### config.mk
export PLATFORM = sky130hd
export DESIGN_NAME = atrc_ctrl
export DESIGN_NICKNAME = d
export VERILOG_FILES = /design/src/atrc_pkg.sv /design/src/atrc_ctrl.sv
export SDC_FILE = /design/constraint.sdc
export NUM_CORES = 1
export LEC_CHECK = 0
export BUFFER_PORTS_ARGS = -buffer_cell sky130_fd_sc_hd__buf_2
export CAP_MARGIN = 10
export CORE_UTILIZATION = 58
export CTS_BUF_LIST = sky130_fd_sc_hd__clkbuf_16
export CTS_CLUSTER_SIZE = 40
export DETAILED_ROUTE_END_ITERATION = 10
export HOLD_SLACK_MARGIN = 0.03
export PLACE_DENSITY_LB_ADDON = 0.25
export SYNTH_ARGS = -nofsm -noshare
export SYNTH_HDL_FRONTEND = slang
export SYNTH_SLANG_ARGS = --single-unit
### constraint.sdc
create_clock -name clk -period 3.25 [get_ports clk]
set_input_delay 0.4875 -clock clk [delete_from_list [all_inputs] [get_ports clk]]
set_output_delay 0.4875 -clock clk [all_outputs]
set_load 0.01 [all_outputs]
### src/atrc_pkg.sv
// package for the converter trigger, result and amplifier sync control block
// assumes a single system clock domain
package atrc_pkg;
  // register offsets, plain byte port
  localparam logic [3:0] OFF_CTRL_A  = 4'h0;
  localparam logic [3:0] OFF_CTRL_B  = 4'h1;
  localparam logic [3:0] OFF_CHSEL   = 4'h2;
  localparam logic [3:0] OFF_RES_LO  = 4'h3;
  localparam logic [3:0] OFF_RES_HI  = 4'h4;
  localparam logic [3:0] OFF_DIS0    = 4'h5;
  localparam logic [3:0] OFF_DIS1    = 4'h6;
  localparam logic [3:0] OFF_AMP0    = 4'h7;
  localparam logic [3:0] OFF_AMP1    = 4'h8;
  localparam logic [3:0] OFF_AMP2    = 4'h9;
  // control a, channel select and amplifier field positions
  localparam int BIT_ENABLE   = 7;
  localparam int BIT_START    = 6;
  localparam int BIT_AUTO     = 5;
  localparam int BIT_DONE     = 4;
  localparam int BIT_LEFT_ADJ = 5;
  localparam int BIT_AMP_EN   = 7;
  // reset values
  localparam logic [7:0] RST_BYTE = 8'h00;
  // trigger source codes
  localparam logic [3:0] TRG_FREE    = 4'h0;
  localparam logic [3:0] TRG_PS_LO   = 4'h7;
  localparam logic [3:0] TRG_PS_HI   = 4'h9;
  localparam logic [3:0] TRG_LAST    = 4'hd;
  // channel codes of the amplified inputs
  localparam logic [4:0] CH_AMP0     = 5'h0e;
  localparam logic [4:0] CH_AMP2     = 5'h10;
  // timing in converter clock cycles, prescaler default in system clocks
  localparam int CONV_CYCLES   = 13;
  localparam int SYNC_CYCLES   = 1;
  localparam int AMP_DIV       = 8;
  localparam int SAMPLE_CYCLES = 2;
  localparam int PRESC_DEFAULT = 2;

  typedef enum logic [1:0] {ST_IDLE, ST_SYNC, ST_CONV} atrc_state_t;

  typedef struct packed {
    logic [7:0] addr;
    logic [7:0] wdata;
    logic       wr;
    logic       rd;
  } atrc_bus_t;

  typedef struct packed {
    atrc_state_t st;
    logic [7:0]  ctrl_a;
    logic [3:0]  trg_sel;
    logic [7:0]  chsel;
    logic [7:0]  dis0;
    logic [6:0]  dis1;
    logic [7:0]  amp0;
    logic [7:0]  amp1;
    logic [7:0]  amp2;
    logic [9:0]  result;
    logic        lock;
    logic [7:0]  presc;
    logic [2:0]  phase;
    logic [4:0]  cnt;
    logic        amp_conv;
    logic [13:0] flag_q;
    logic [13:0] ev_s1;
    logic [13:0] ev_s2;
    logic        amp_o_s1;
    logic        amp_o_s2;
    logic        amp_o_q;
    logic [7:0]  rdata;
    logic [7:0]  pin_out;
    logic [10:0] pin_s1;
    logic [10:0] pin_s2;
    logic [10:0] pin_q;
    logic        busy;
    logic        ck_out;
  } atrc_regs_t;
endpackage

### src/atrc_ctrl.sv
// converter control: triggers, result lock, input disable, amplifier sync
// assumes synchronous event sources and an analog core giving a 10-bit code
//
// Implementation choices: the placing of the registers and the plain strobed port.
`timescale 1ns/1ns
`default_nettype none
// Functional notes
// RL1: trigger select ignored unless auto mode
// RL2: start on rising edge of selected flag
// RL3: power-stage event starts if previous done
// RL4: four-bit trigger code decode table
// RL5: completion writes high and low result
// RL6: low read locks result until high read
// RL7: software reads low byte before high
// RL8: right or left adjusted result layout
// RL9: left adjust allows high byte only
// RL10: disable bit forces port input zero
// RL11: software disables unused analog inputs
// RL12: three amplified channels, four gains
// RL13: amplifier clocked by event or div8
// RL14: div8 sync aligns sample phase
// RL15: phase low start takes 13 cycles
// RL16: phase high start takes 14 cycles
// RL17: select sync source, then enable amplifier
// RL18: software selects amplified channel then start
// RL19: no other channel while amplified busy
// RL20: amplifier change while sampling restarts conversion
// RL21: power-stage trigger below quarter converter clock
// RL22: auto enable selects auto mode
// RL23: start bit self-clears, zero write ignored
// RL24: done flag set on update, cleared
// RL25: left adjust change shows immediately
// RL26: reserved trigger codes never start
// RL27: one start per detected rising edge
module atrc_ctrl
  import atrc_pkg::*;
#(
  parameter int PRESC = PRESC_DEFAULT
) (
  // clock and reset
  input  wire logic        clk,
  input  wire logic        rst_n,
  // register port
  input  wire logic [7:0]  addr,
  input  wire logic [7:0]  wdata,
  input  wire logic        wr,
  input  wire logic        rd,
  output logic [7:0]       rdata,
  // trigger flags, index is trigger code minus one
  input  wire logic [12:0] trig_flag,
  // amplifier sync events per source code 1..7, unused; sync takes trig_flag
  input  wire logic [6:0]  amp_event,
  // vector execution acknowledge
  input  wire logic        vec_ack,
  // analog core
  input  wire logic [9:0]  conv_code,
  input  wire logic        amp_out_change,
  output logic             busy,
  output logic             amp_phase_clk,
  // digital pins
  input  wire logic [10:0] pin_in,
  output logic [10:0]      pin_read
);
  initial begin
    if (PRESC < 1 || PRESC > 255) $error("PRESC out of range");
  end

  atrc_regs_t r_r;
  atrc_regs_t r_nxt;

  function automatic logic [7:0] amp_reg(input atrc_regs_t s,
                                         input logic [1:0] i);
    amp_reg = (i == 2'd0) ? s.amp0 : (i == 2'd1) ? s.amp1 : s.amp2;
  endfunction

  logic        tick;
  logic        div_tick;
  logic [13:0] ev_now;
  logic        trig;
  logic        is_amp;
  logic [1:0]  amp_idx;
  logic [7:0]  amp_cfg;
  logic        amp_sync_ev;
  logic [7:0]  res_hi;
  logic [7:0]  res_lo;
  logic        done_ev;

  assign tick     = (r_r.presc == 8'(PRESC - 1));
  assign div_tick = tick && (r_r.phase == 3'(AMP_DIV - 1));
  // flag index 13 is tied to zero; amp_event is not folded in
  assign ev_now   = {1'b0, trig_flag};
  assign is_amp   = (r_r.chsel[4:0] >= CH_AMP0) && (r_r.chsel[4:0] <= CH_AMP2);
  assign amp_idx  = 2'(r_r.chsel[4:0] - CH_AMP0);
  assign amp_cfg  = amp_reg(r_r, amp_idx);

  // sync clock from divided converter clock or selected event [RL13]
  always_comb begin
    if (amp_cfg[2:0] == 3'd0) begin
      amp_sync_ev = div_tick;
    end else begin
      amp_sync_ev = r_r.ev_s2[4'(amp_cfg[2:0]) - 4'd1] ? 1'b1 : 1'b0;
    end
  end

  // result layout follows live left adjust bit [RL8] [RL25]
  always_comb begin
    if (r_r.chsel[BIT_LEFT_ADJ]) begin
      res_hi = r_r.result[9:2];
      res_lo = {r_r.result[1:0], 6'h00};
    end else begin
      res_hi = {6'h00, r_r.result[9:8]};
      res_lo = r_r.result[7:0];
    end
  end

  // trigger selection and edge detection
  always_comb begin
    logic [3:0] c;
    c = r_r.trg_sel;
    trig = 1'b0;
    if (r_r.ctrl_a[BIT_AUTO] && c == TRG_FREE) begin
      // free running: each completion starts the next one
      trig = done_ev;                                               // [RL4]
    end else if (r_r.ctrl_a[BIT_AUTO] && c <= TRG_LAST) begin // [RL1] [RL22] [RL26]
      if (c >= TRG_PS_LO && c <= TRG_PS_HI) begin
        trig = r_r.ev_s2[c - 4'd1] && !r_r.busy;                   // [RL3]
      end else begin
        trig = r_r.ev_s2[c - 4'd1] && !r_r.flag_q[c - 4'd1];       // [RL2] [RL27]
      end
    end
  end

  // first tick opens the conversion, the thirteenth after it ends it
  assign done_ev = (r_r.st == ST_CONV) && tick && (r_r.cnt == 5'd0);

  always_comb begin
    r_nxt = r_r;
    r_nxt.ev_s1   = ev_now;
    r_nxt.ev_s2   = r_r.ev_s1;
    r_nxt.flag_q  = r_r.ev_s2;
    r_nxt.amp_o_s1 = amp_out_change;
    r_nxt.amp_o_s2 = r_r.amp_o_s1;
    r_nxt.amp_o_q  = r_r.amp_o_s2;
    r_nxt.pin_s1  = pin_in;
    r_nxt.pin_s2  = r_r.pin_s1;
    r_nxt.pin_q   = r_r.pin_s2 & ~{r_r.dis1[2:0], r_r.dis0};       // [RL10]
    r_nxt.presc   = tick ? 8'h00 : r_r.presc + 8'h01;
    if (tick) r_nxt.phase = r_r.phase + 3'd1;
    if (div_tick) r_nxt.ck_out = ~r_r.ck_out;
    r_nxt.rdata = 8'h00;

    if (wr) begin
      unique case (addr[3:0])
        OFF_CTRL_A: begin
          r_nxt.ctrl_a[7] = wdata[7];
          r_nxt.ctrl_a[5] = wdata[5];
          r_nxt.ctrl_a[3:0] = wdata[3:0];
          if (wdata[BIT_START]) r_nxt.ctrl_a[BIT_START] = 1'b1;     // [RL23]
          if (wdata[BIT_DONE]) r_nxt.ctrl_a[BIT_DONE] = 1'b0;       // [RL24]
        end
        OFF_CTRL_B: r_nxt.trg_sel = wdata[3:0];                     // [RL4]
        OFF_CHSEL:  r_nxt.chsel = {wdata[7:5], wdata[4:0]};
        OFF_DIS0:   r_nxt.dis0 = wdata;
        OFF_DIS1:   r_nxt.dis1 = wdata[6:0];
        OFF_AMP0:   r_nxt.amp0 = wdata;                             // [RL12]
        OFF_AMP1:   r_nxt.amp1 = wdata;
        OFF_AMP2:   r_nxt.amp2 = wdata;
        default: ;
      endcase
    end
    if (vec_ack) r_nxt.ctrl_a[BIT_DONE] = 1'b0;                     // [RL24]

    if (rd) begin
      unique case (addr[3:0])
        OFF_CTRL_A: r_nxt.rdata = r_r.ctrl_a;
        OFF_CTRL_B: r_nxt.rdata = {4'h0, r_r.trg_sel};
        OFF_CHSEL:  r_nxt.rdata = r_r.chsel;
        OFF_RES_LO: begin
          r_nxt.rdata = res_lo;
          r_nxt.lock = 1'b1;                                        // [RL6]
        end
        OFF_RES_HI: begin
          r_nxt.rdata = res_hi;
          r_nxt.lock = 1'b0;                                        // [RL6]
        end
        OFF_DIS0:   r_nxt.rdata = r_r.dis0;
        OFF_DIS1:   r_nxt.rdata = {1'b0, r_r.dis1};
        OFF_AMP0:   r_nxt.rdata = r_r.amp0;
        OFF_AMP1:   r_nxt.rdata = r_r.amp1;
        OFF_AMP2:   r_nxt.rdata = r_r.amp2;
        default:    r_nxt.rdata = 8'h00;
      endcase
    end

    unique case (r_r.st)
      ST_IDLE: begin
        if (r_r.ctrl_a[BIT_START] && r_r.ctrl_a[BIT_ENABLE]) begin
          r_nxt.busy = 1'b1;
          r_nxt.amp_conv = is_amp && amp_cfg[BIT_AMP_EN];
          r_nxt.cnt = 5'(CONV_CYCLES);
          // phase high costs one extra cycle [RL14] [RL16]
          if (is_amp && amp_cfg[BIT_AMP_EN] && r_r.ck_out) begin
            r_nxt.st = ST_SYNC;
          end else begin
            r_nxt.st = ST_CONV;                                     // [RL15]
          end
        end
      end
      ST_SYNC: begin
        if (tick) r_nxt.st = ST_CONV;
      end
      ST_CONV: begin
        // channel select not held; writes take effect while busy [RL19]
        if (r_r.amp_conv && r_r.amp_o_q &&
            r_r.cnt > 5'(CONV_CYCLES - SAMPLE_CYCLES)) begin
          r_nxt.cnt = 5'(CONV_CYCLES);                              // [RL20]
        end else if (tick) begin
          r_nxt.cnt = r_r.cnt - 5'd1;
        end
        if (done_ev) begin
          r_nxt.st = ST_IDLE;
          r_nxt.busy = 1'b0;
          r_nxt.ctrl_a[BIT_START] = 1'b0;                           // [RL23]
          r_nxt.ctrl_a[BIT_DONE] = 1'b1;                            // [RL24]
          if (!r_r.lock) r_nxt.result = conv_code;                  // [RL5] [RL6]
        end
      end
      default: r_nxt.st = ST_IDLE;
    endcase
    // a trigger in the completion cycle wins over the self-clear
    if (trig && r_r.ctrl_a[BIT_ENABLE]) begin
      r_nxt.ctrl_a[BIT_START] = 1'b1;
    end
    // amplification runs on every sync event while enabled [RL17]
    if (amp_sync_ev && amp_cfg[BIT_AMP_EN] && amp_cfg[2:0] != 3'd0) begin
      r_nxt.ck_out = ~r_r.ck_out;
    end
  end

  always_ff @(posedge clk or negedge rst_n) begin
    if (!rst_n) begin
      r_r <= '0;
    end else begin
      r_r <= r_nxt;
    end
  end

  assign rdata         = r_r.rdata;
  assign busy          = r_r.busy;
  assign amp_phase_clk = r_r.ck_out;
  assign pin_read      = r_r.pin_q;

  sync_lat_a: assert property (@(posedge clk) disable iff (!rst_n)
    (r_r.st == ST_IDLE && r_nxt.st == ST_SYNC) |-> r_r.ck_out)
    else $error("sync wait without phase high"); // [RL16]
  start_clr_a: assert property (@(posedge clk) disable iff (!rst_n)
    done_ev && !trig |=> !r_r.ctrl_a[BIT_START])
    else $error("start bit not cleared"); // [RL23]
  done_set_a: assert property (@(posedge clk) disable iff (!rst_n)
    done_ev && !vec_ack |=> r_r.ctrl_a[BIT_DONE])
    else $error("done flag not set"); // [RL24]
  lock_hold_a: assert property (@(posedge clk) disable iff (!rst_n)
    r_r.lock |=> $stable(r_r.result))
    else $error("result changed while locked"); // [RL6]
  pin_mask_a: assert property (@(posedge clk) disable iff (!rst_n)
    r_r.dis0[0] && $past(r_r.dis0[0]) |-> !pin_read[0])
    else $error("disabled pin reads one"); // [RL10]
  single_mode_a: assert property (@(posedge clk) disable iff (!rst_n)
    !r_r.ctrl_a[BIT_AUTO] |-> !trig)
    else $error("trigger in single mode"); // [RL1]
  reserved_a: assert property (@(posedge clk) disable iff (!rst_n)
    r_r.trg_sel > TRG_LAST |-> !trig)
    else $error("reserved code triggered"); // [RL26]
  layout_a: assert property (@(posedge clk) disable iff (!rst_n)
    !r_r.chsel[BIT_LEFT_ADJ] |-> res_hi[7:2] == 6'h00)
    else $error("right adjust high bits set"); // [RL8]
endmodule
`default_nettype wire

; ---- Word level (Yosys, flattened, before mapping)
; Cells that the tools add are included.
; W data, S select, Z words.
[op_classes]
n_addsub = 6
order_cmp = 8
n_eq_ne = 18
muxes = 50
bitwise = 4
reduce_logical = 43
[op_table]
columns = op, count
row1 = $mux W8, 11
row2 = $pmux W8 S10, 1
row3 = $mux W58, 1
row4 = $mux W1, 20
row5 = $reduce_and A2 Y1, 10
row6 = $logic_and A1 B1 Y1, 17
row7 = $eq A4 B3 Y1 const B, 4
row8 = $mux W7, 2
row9 = $bmux W1 S4, 3
row10 = $reduce_and A3 Y1, 4
row11 = $and A11 B11 Y11, 1
row12 = $not A11 Y11, 1
row13 = $lt A4 B5 Y1 const B, 2
row14 = $mux W5, 2
row15 = $pmux W5 S2, 1
row16 = $add A8 B1 Y8 const B, 1
row17 = $eq A4 B2 Y1 const B, 2
row18 = $eq A4 B4 Y1 const B, 2
row19 = $eq A8 B1 Y1 const B, 1
row20 = $le A4 B4 Y1 const B, 2
row21 = $logic_not A4 Y1, 2
row22 = $mux W2, 4
row23 = $mux W6, 1
row24 = $ne A2 B2 Y1 const B, 3
row25 = 24 further kinds, 31
[word_totals]
ff_bits = 174
in_bits = 63
word_cells = 157

; ---- Logic depth before layout (Yosys ltp)
[depth]
depth_word = 12
depth_mapped = 10
mapped_depth_nobuf = 9

; ---- Least setup slack after synthesis
; No wires, ideal clock.
[synth_path]
path_kind = reg-to-reg
startpoint = register r_r[171] in the netlist's numbering
endpoint = register r_r[181] in the netlist's numbering
arrival_time_ns = 2.242
t_required_ns = 3.180
path_slack_ns = 0.939
stages_incl_launch_ff = 10
path_buffers = 2
period_less_slack_ns = 2.311
cell_sequence = dfrtp_1 > buf_2 > inv_1 > ha_1 > buf_1 > mux4_2 > mux2i_1 > nor2_1 > or4b_1 > nand3b_1
[synth_lines]
columns = item, line
row1 = "start, declared", atrc_ctrl.sv:68  ; atrc_regs_t r_r;
row2 = "start signal, assigned", atrc_ctrl.sv:244  ; r_r <= r_nxt;

; ---- Final worst setup path
[layout_path]
startpoint = register r_r[163] in the netlist's numbering
endpoint = register r_r (netlist bit amp_phase_clk)
[layout_between]
elab_chain_len = 12
[layout_rtl]
columns = item, line
row1 = $sub A2 B2 Y2 (*), atrc_ctrl.sv:93  ; assign amp_idx = 2'(r_r.chsel[4:0] - CH_AMP0);
row2 = $eq A2 B1 Y1, atrc_ctrl.sv:73  ; amp_reg = (i == 2'd0) ? s.amp0 : (i == 2'd1) ? s.amp1 : s.amp2;
row3 = $mux W8, atrc_ctrl.sv:73
row4 = $mux W8 (*), atrc_ctrl.sv:73
row5 = $sub A3 B1 Y4, atrc_ctrl.sv:101  ; amp_sync_ev = r_r.ev_s2[4'(amp_cfg[2:0]) - 4'd1] ? 1'b1 : 1'b0;
row6 = $bmux W1 S4, atrc_ctrl.sv:101
row7 = $mux W1 (implied by the code), atrc_ctrl.sv:101
row8 = $mux W1, atrc_ctrl.sv:101
row9 = $mux W1, atrc_ctrl.sv:98  ; if (amp_cfg[2:0] == 3'd0) begin
row10 = $logic_and A1 B1 Y1, atrc_ctrl.sv:235  ; if (amp_sync_ev && amp_cfg[BIT_AMP_EN] && amp_cfg[2:0] != 3'd0) begin
row11 = $logic_and A1 B1 Y1 (*), atrc_ctrl.sv:235
row12 = $mux W1 / $reduce_bool A2 Y1 (equally long branches), n/a
; Mark *: on every way between the ends. The rest lies on a longest branch, timed or not. The select of a mux whose other input is x is not followed.
; A chain may end at the register's enable or synchronous reset.

==> metrics <==
Seq cells post-synth=174; r2r setup slk=760 ps; filler cell count=914; Tcrit/Tclk final=76.7%; busiest grt layer=met2; VDD IR-drop max=between 500 and 600 uV; WL final=14800 um; WHS Path Cells=1; Hold Vio Cnt, Final=0; RSZ-0062 raised after global routing=no; status=finished, final reports clean; Slew @ Worst Pin=around 760 ps; synth cell count leaders=dfrtp_1 (174), mux2_2 (42), nor2_1 (39), mux2_1 (30), nand2_1 (30); Synth Net Count=662; Hold WC Path Type=in -> reg; HPWL Detailed=approximately 11000 um; CTS resizes=0; yosys warns=0; Slew headroom=49.5%; Top Family by Delay on Critical Path=simple AND/OR/NAND/NOR gates; critical path type=reg -> reg; critical-path cell list=mux2i_1 -> a21oi_1 -> nor2_1 -> ha_1 -> nand2_1 -> a41o_1 -> or4_1 -> nand3_1; worst hold path endpoint=r_nxt[20]; CP Buf/Inv Count=0; Final Core Density=67.0%; Yosys top cell area share=58.5%; Total Power=around 5.8 mW; DRC Markers=0; HP Start=pin_in[7]; Vias=4783; Worst-Skew Late Latency=between 400 and 500 ps; slowest cell on the critical path=dfrtp_1; Post-Syn Instances=588; vias in the first global route=a little under 5000; R2R depth=8; diode count=0; final setup TNS=0 ps; met2 usage=40.2%; Yosys cell types=63; Post-Place Setup Slack=783 ps; synth top area cells=dfrtp_1 (58%), mux2_2 (6.3%), mux2_1 (4.5%), mux2i_1 (2.7%), mux4_2 (2.1%); EDFF count, synth=0; Placer Congestion=0.888; fin nets=719; sequential share of the synthesized area=58.5%; Total GRT Usage=about 25%; Die X=115 um; die height=115 um; most frequent cell after synthesis=dfrtp_1; core area=approximately 13000 um^2; area growth from synthesis to layout=13.1%; Routed Antenna Nets=0; Slew Limit Fails=0; clk sinks=174; DIE AREA=13300 um^2; first-pass GRT wire length=between 20000 and 25000 um; Worst Setup End Kind=flip-flop; CTS tree=built; Synth Flop Type=dfrtp_1; FF+latch area=4350 um^2; setup ws final=757 ps; ys async rst share=100%; Synth Cell Area=7450 um^2; total grt overflow=0; WL/cell=17.9 um; clk_skew=6.69 ps; Critical R2R Capture=amp_phase_clk; P_leak=between 3 and 4 nW; Root Buffer=clkbuf_16; clk slew on worst S/H paths=60 ps; max-cap check violation count=0; Pre-antenna DRT Iters=4; multi-input logic area=2800 um^2; vias per inst=5.76; num ports=84; Synth area leader=dfrtp_1; Iter 0 DRT Violations=approximately 350; number of cells after detailed placement=797; Post-Syn Area per Cell=~13 um^2; layout cells sized above 1=between 20% and 30%; TritonCTS buffer count=17; Bufs on Longest Clock Path=2; CP arrival=2860 ps; CP max FO=8; final worst path period need=2490 ps; CP Data Required Time=3620 ps; largest net degree at the start of global routing=64; type of origin of the critical path=flip-flop; FP Rows=41; port buffer count=72; initial core utilization=59.3%; met3 usage=6.85%; met1 Track Usage GR=31.5%; antenna violations before repair=0; Pwr Density=693 nW/um^2; Fmax=401 MHz; non-filler instance count after layout=830; htree depth=4; R2R Path Start=r_r[163]; Setup Viol. Count Final=0; Slowest Stage Delay on Critical Path=about 570 ps
[area by class of cell]
| cell class | count | area share, % |
|---|---|---|
| timing repair buffer | 85 | 5.54 |
| sequential | 174 | 51.7 |
| multi-input combinational | 359 | 33.2 |
| tap | 172 | 2.55 |
| inverter | 8 | 0.356 |
| clock buffer | 17 | 5.05 |
| clock inverter | 15 | 1.59 |
[how the worst max path moves through the flow]
stage	start	endpoint	slack, ps	depth (start not counted)
floorplan	r_r[171]	r_r[181]	940	9
global placement	r_r[163]	amp_phase_clk	840	8
detailed placement	addr[0]	r_r[131]	780	4
CTS	r_r[163]	amp_phase_clk	770	8
global route	r_r[163]	amp_phase_clk	590	8
finish	r_r[163]	amp_phase_clk	760	8
[layer usage]
layer / up-vias / part of all wire (%) / wire [um]
met5: - / 0 / 0
met3: 37 / 4.8 / 709
li1: 2215 / - / -
met1: 2384 / 43 / 6330
met2: 147 / 50 / 7350
met4: 0 / 3.0 / 443
[sequential cells by signal, indices dropped and copies added (netlist names)]
signal / flops
busy: 1
r_r: 114
rdata: 8
amp_phase_clk: 1
r_nxt: 39
pin_read: 11
[what timing repair did]
item | in CTS | in global routing
setup buffers | 0 | 0
endpoints found under the hold margin | 2 | 0
hold buffers | 1 | 0
[metrics by stage]
| stage | cell area [um^2] | hold slack, ps |
|---|---|---|
| final | 8420 | 151 |
| after global routing | 8420 | 130 |
| after CTS | 8420 | 131 |
| after detailed placement | 7860 | 337 |
| after global placement | 7860 | 332 |
| after floorplan | 7450 | 192 |
[power breakdown]
part | switching [mW] | internal (mW) | total [mW]
logic | 0.553 | 0.574 | 1.13
clock network | 0.863 | 1.06 | 1.92
registers | 0.304 | 2.49 | 2.79
[cells by family (layout without fill, tap and decap cells)]
group	count (synthesis)	in the layout	share of synthesized area, %
AO/OA/AOI/OAI	88	88	8.18
XOR/XNOR	9	9	1.06
adder cells (fa/ha/maj)	11	11	1.85
buffers and inverters	55	125	3.96
flip-flops	174	174	58.5
multiplexers	102	102	16.3
AND/OR/NAND/NOR	149	149	10.2
[cell usage in the layout (no fill, tap or decap), types with 11 or more instances in the layout]
cell type and count:
ha_1 11, buf_2 71, clkbuf_16 17, nor2b_1 17
nand2_1 30, nor2_1 39, mux2_2 42, mux2i_1 20
buf_4 12, mux2_1 30, dfrtp_1 174, and3_1 11
a21oi_1 27, nand3_1 19
(Power assumes the default switching activity.)
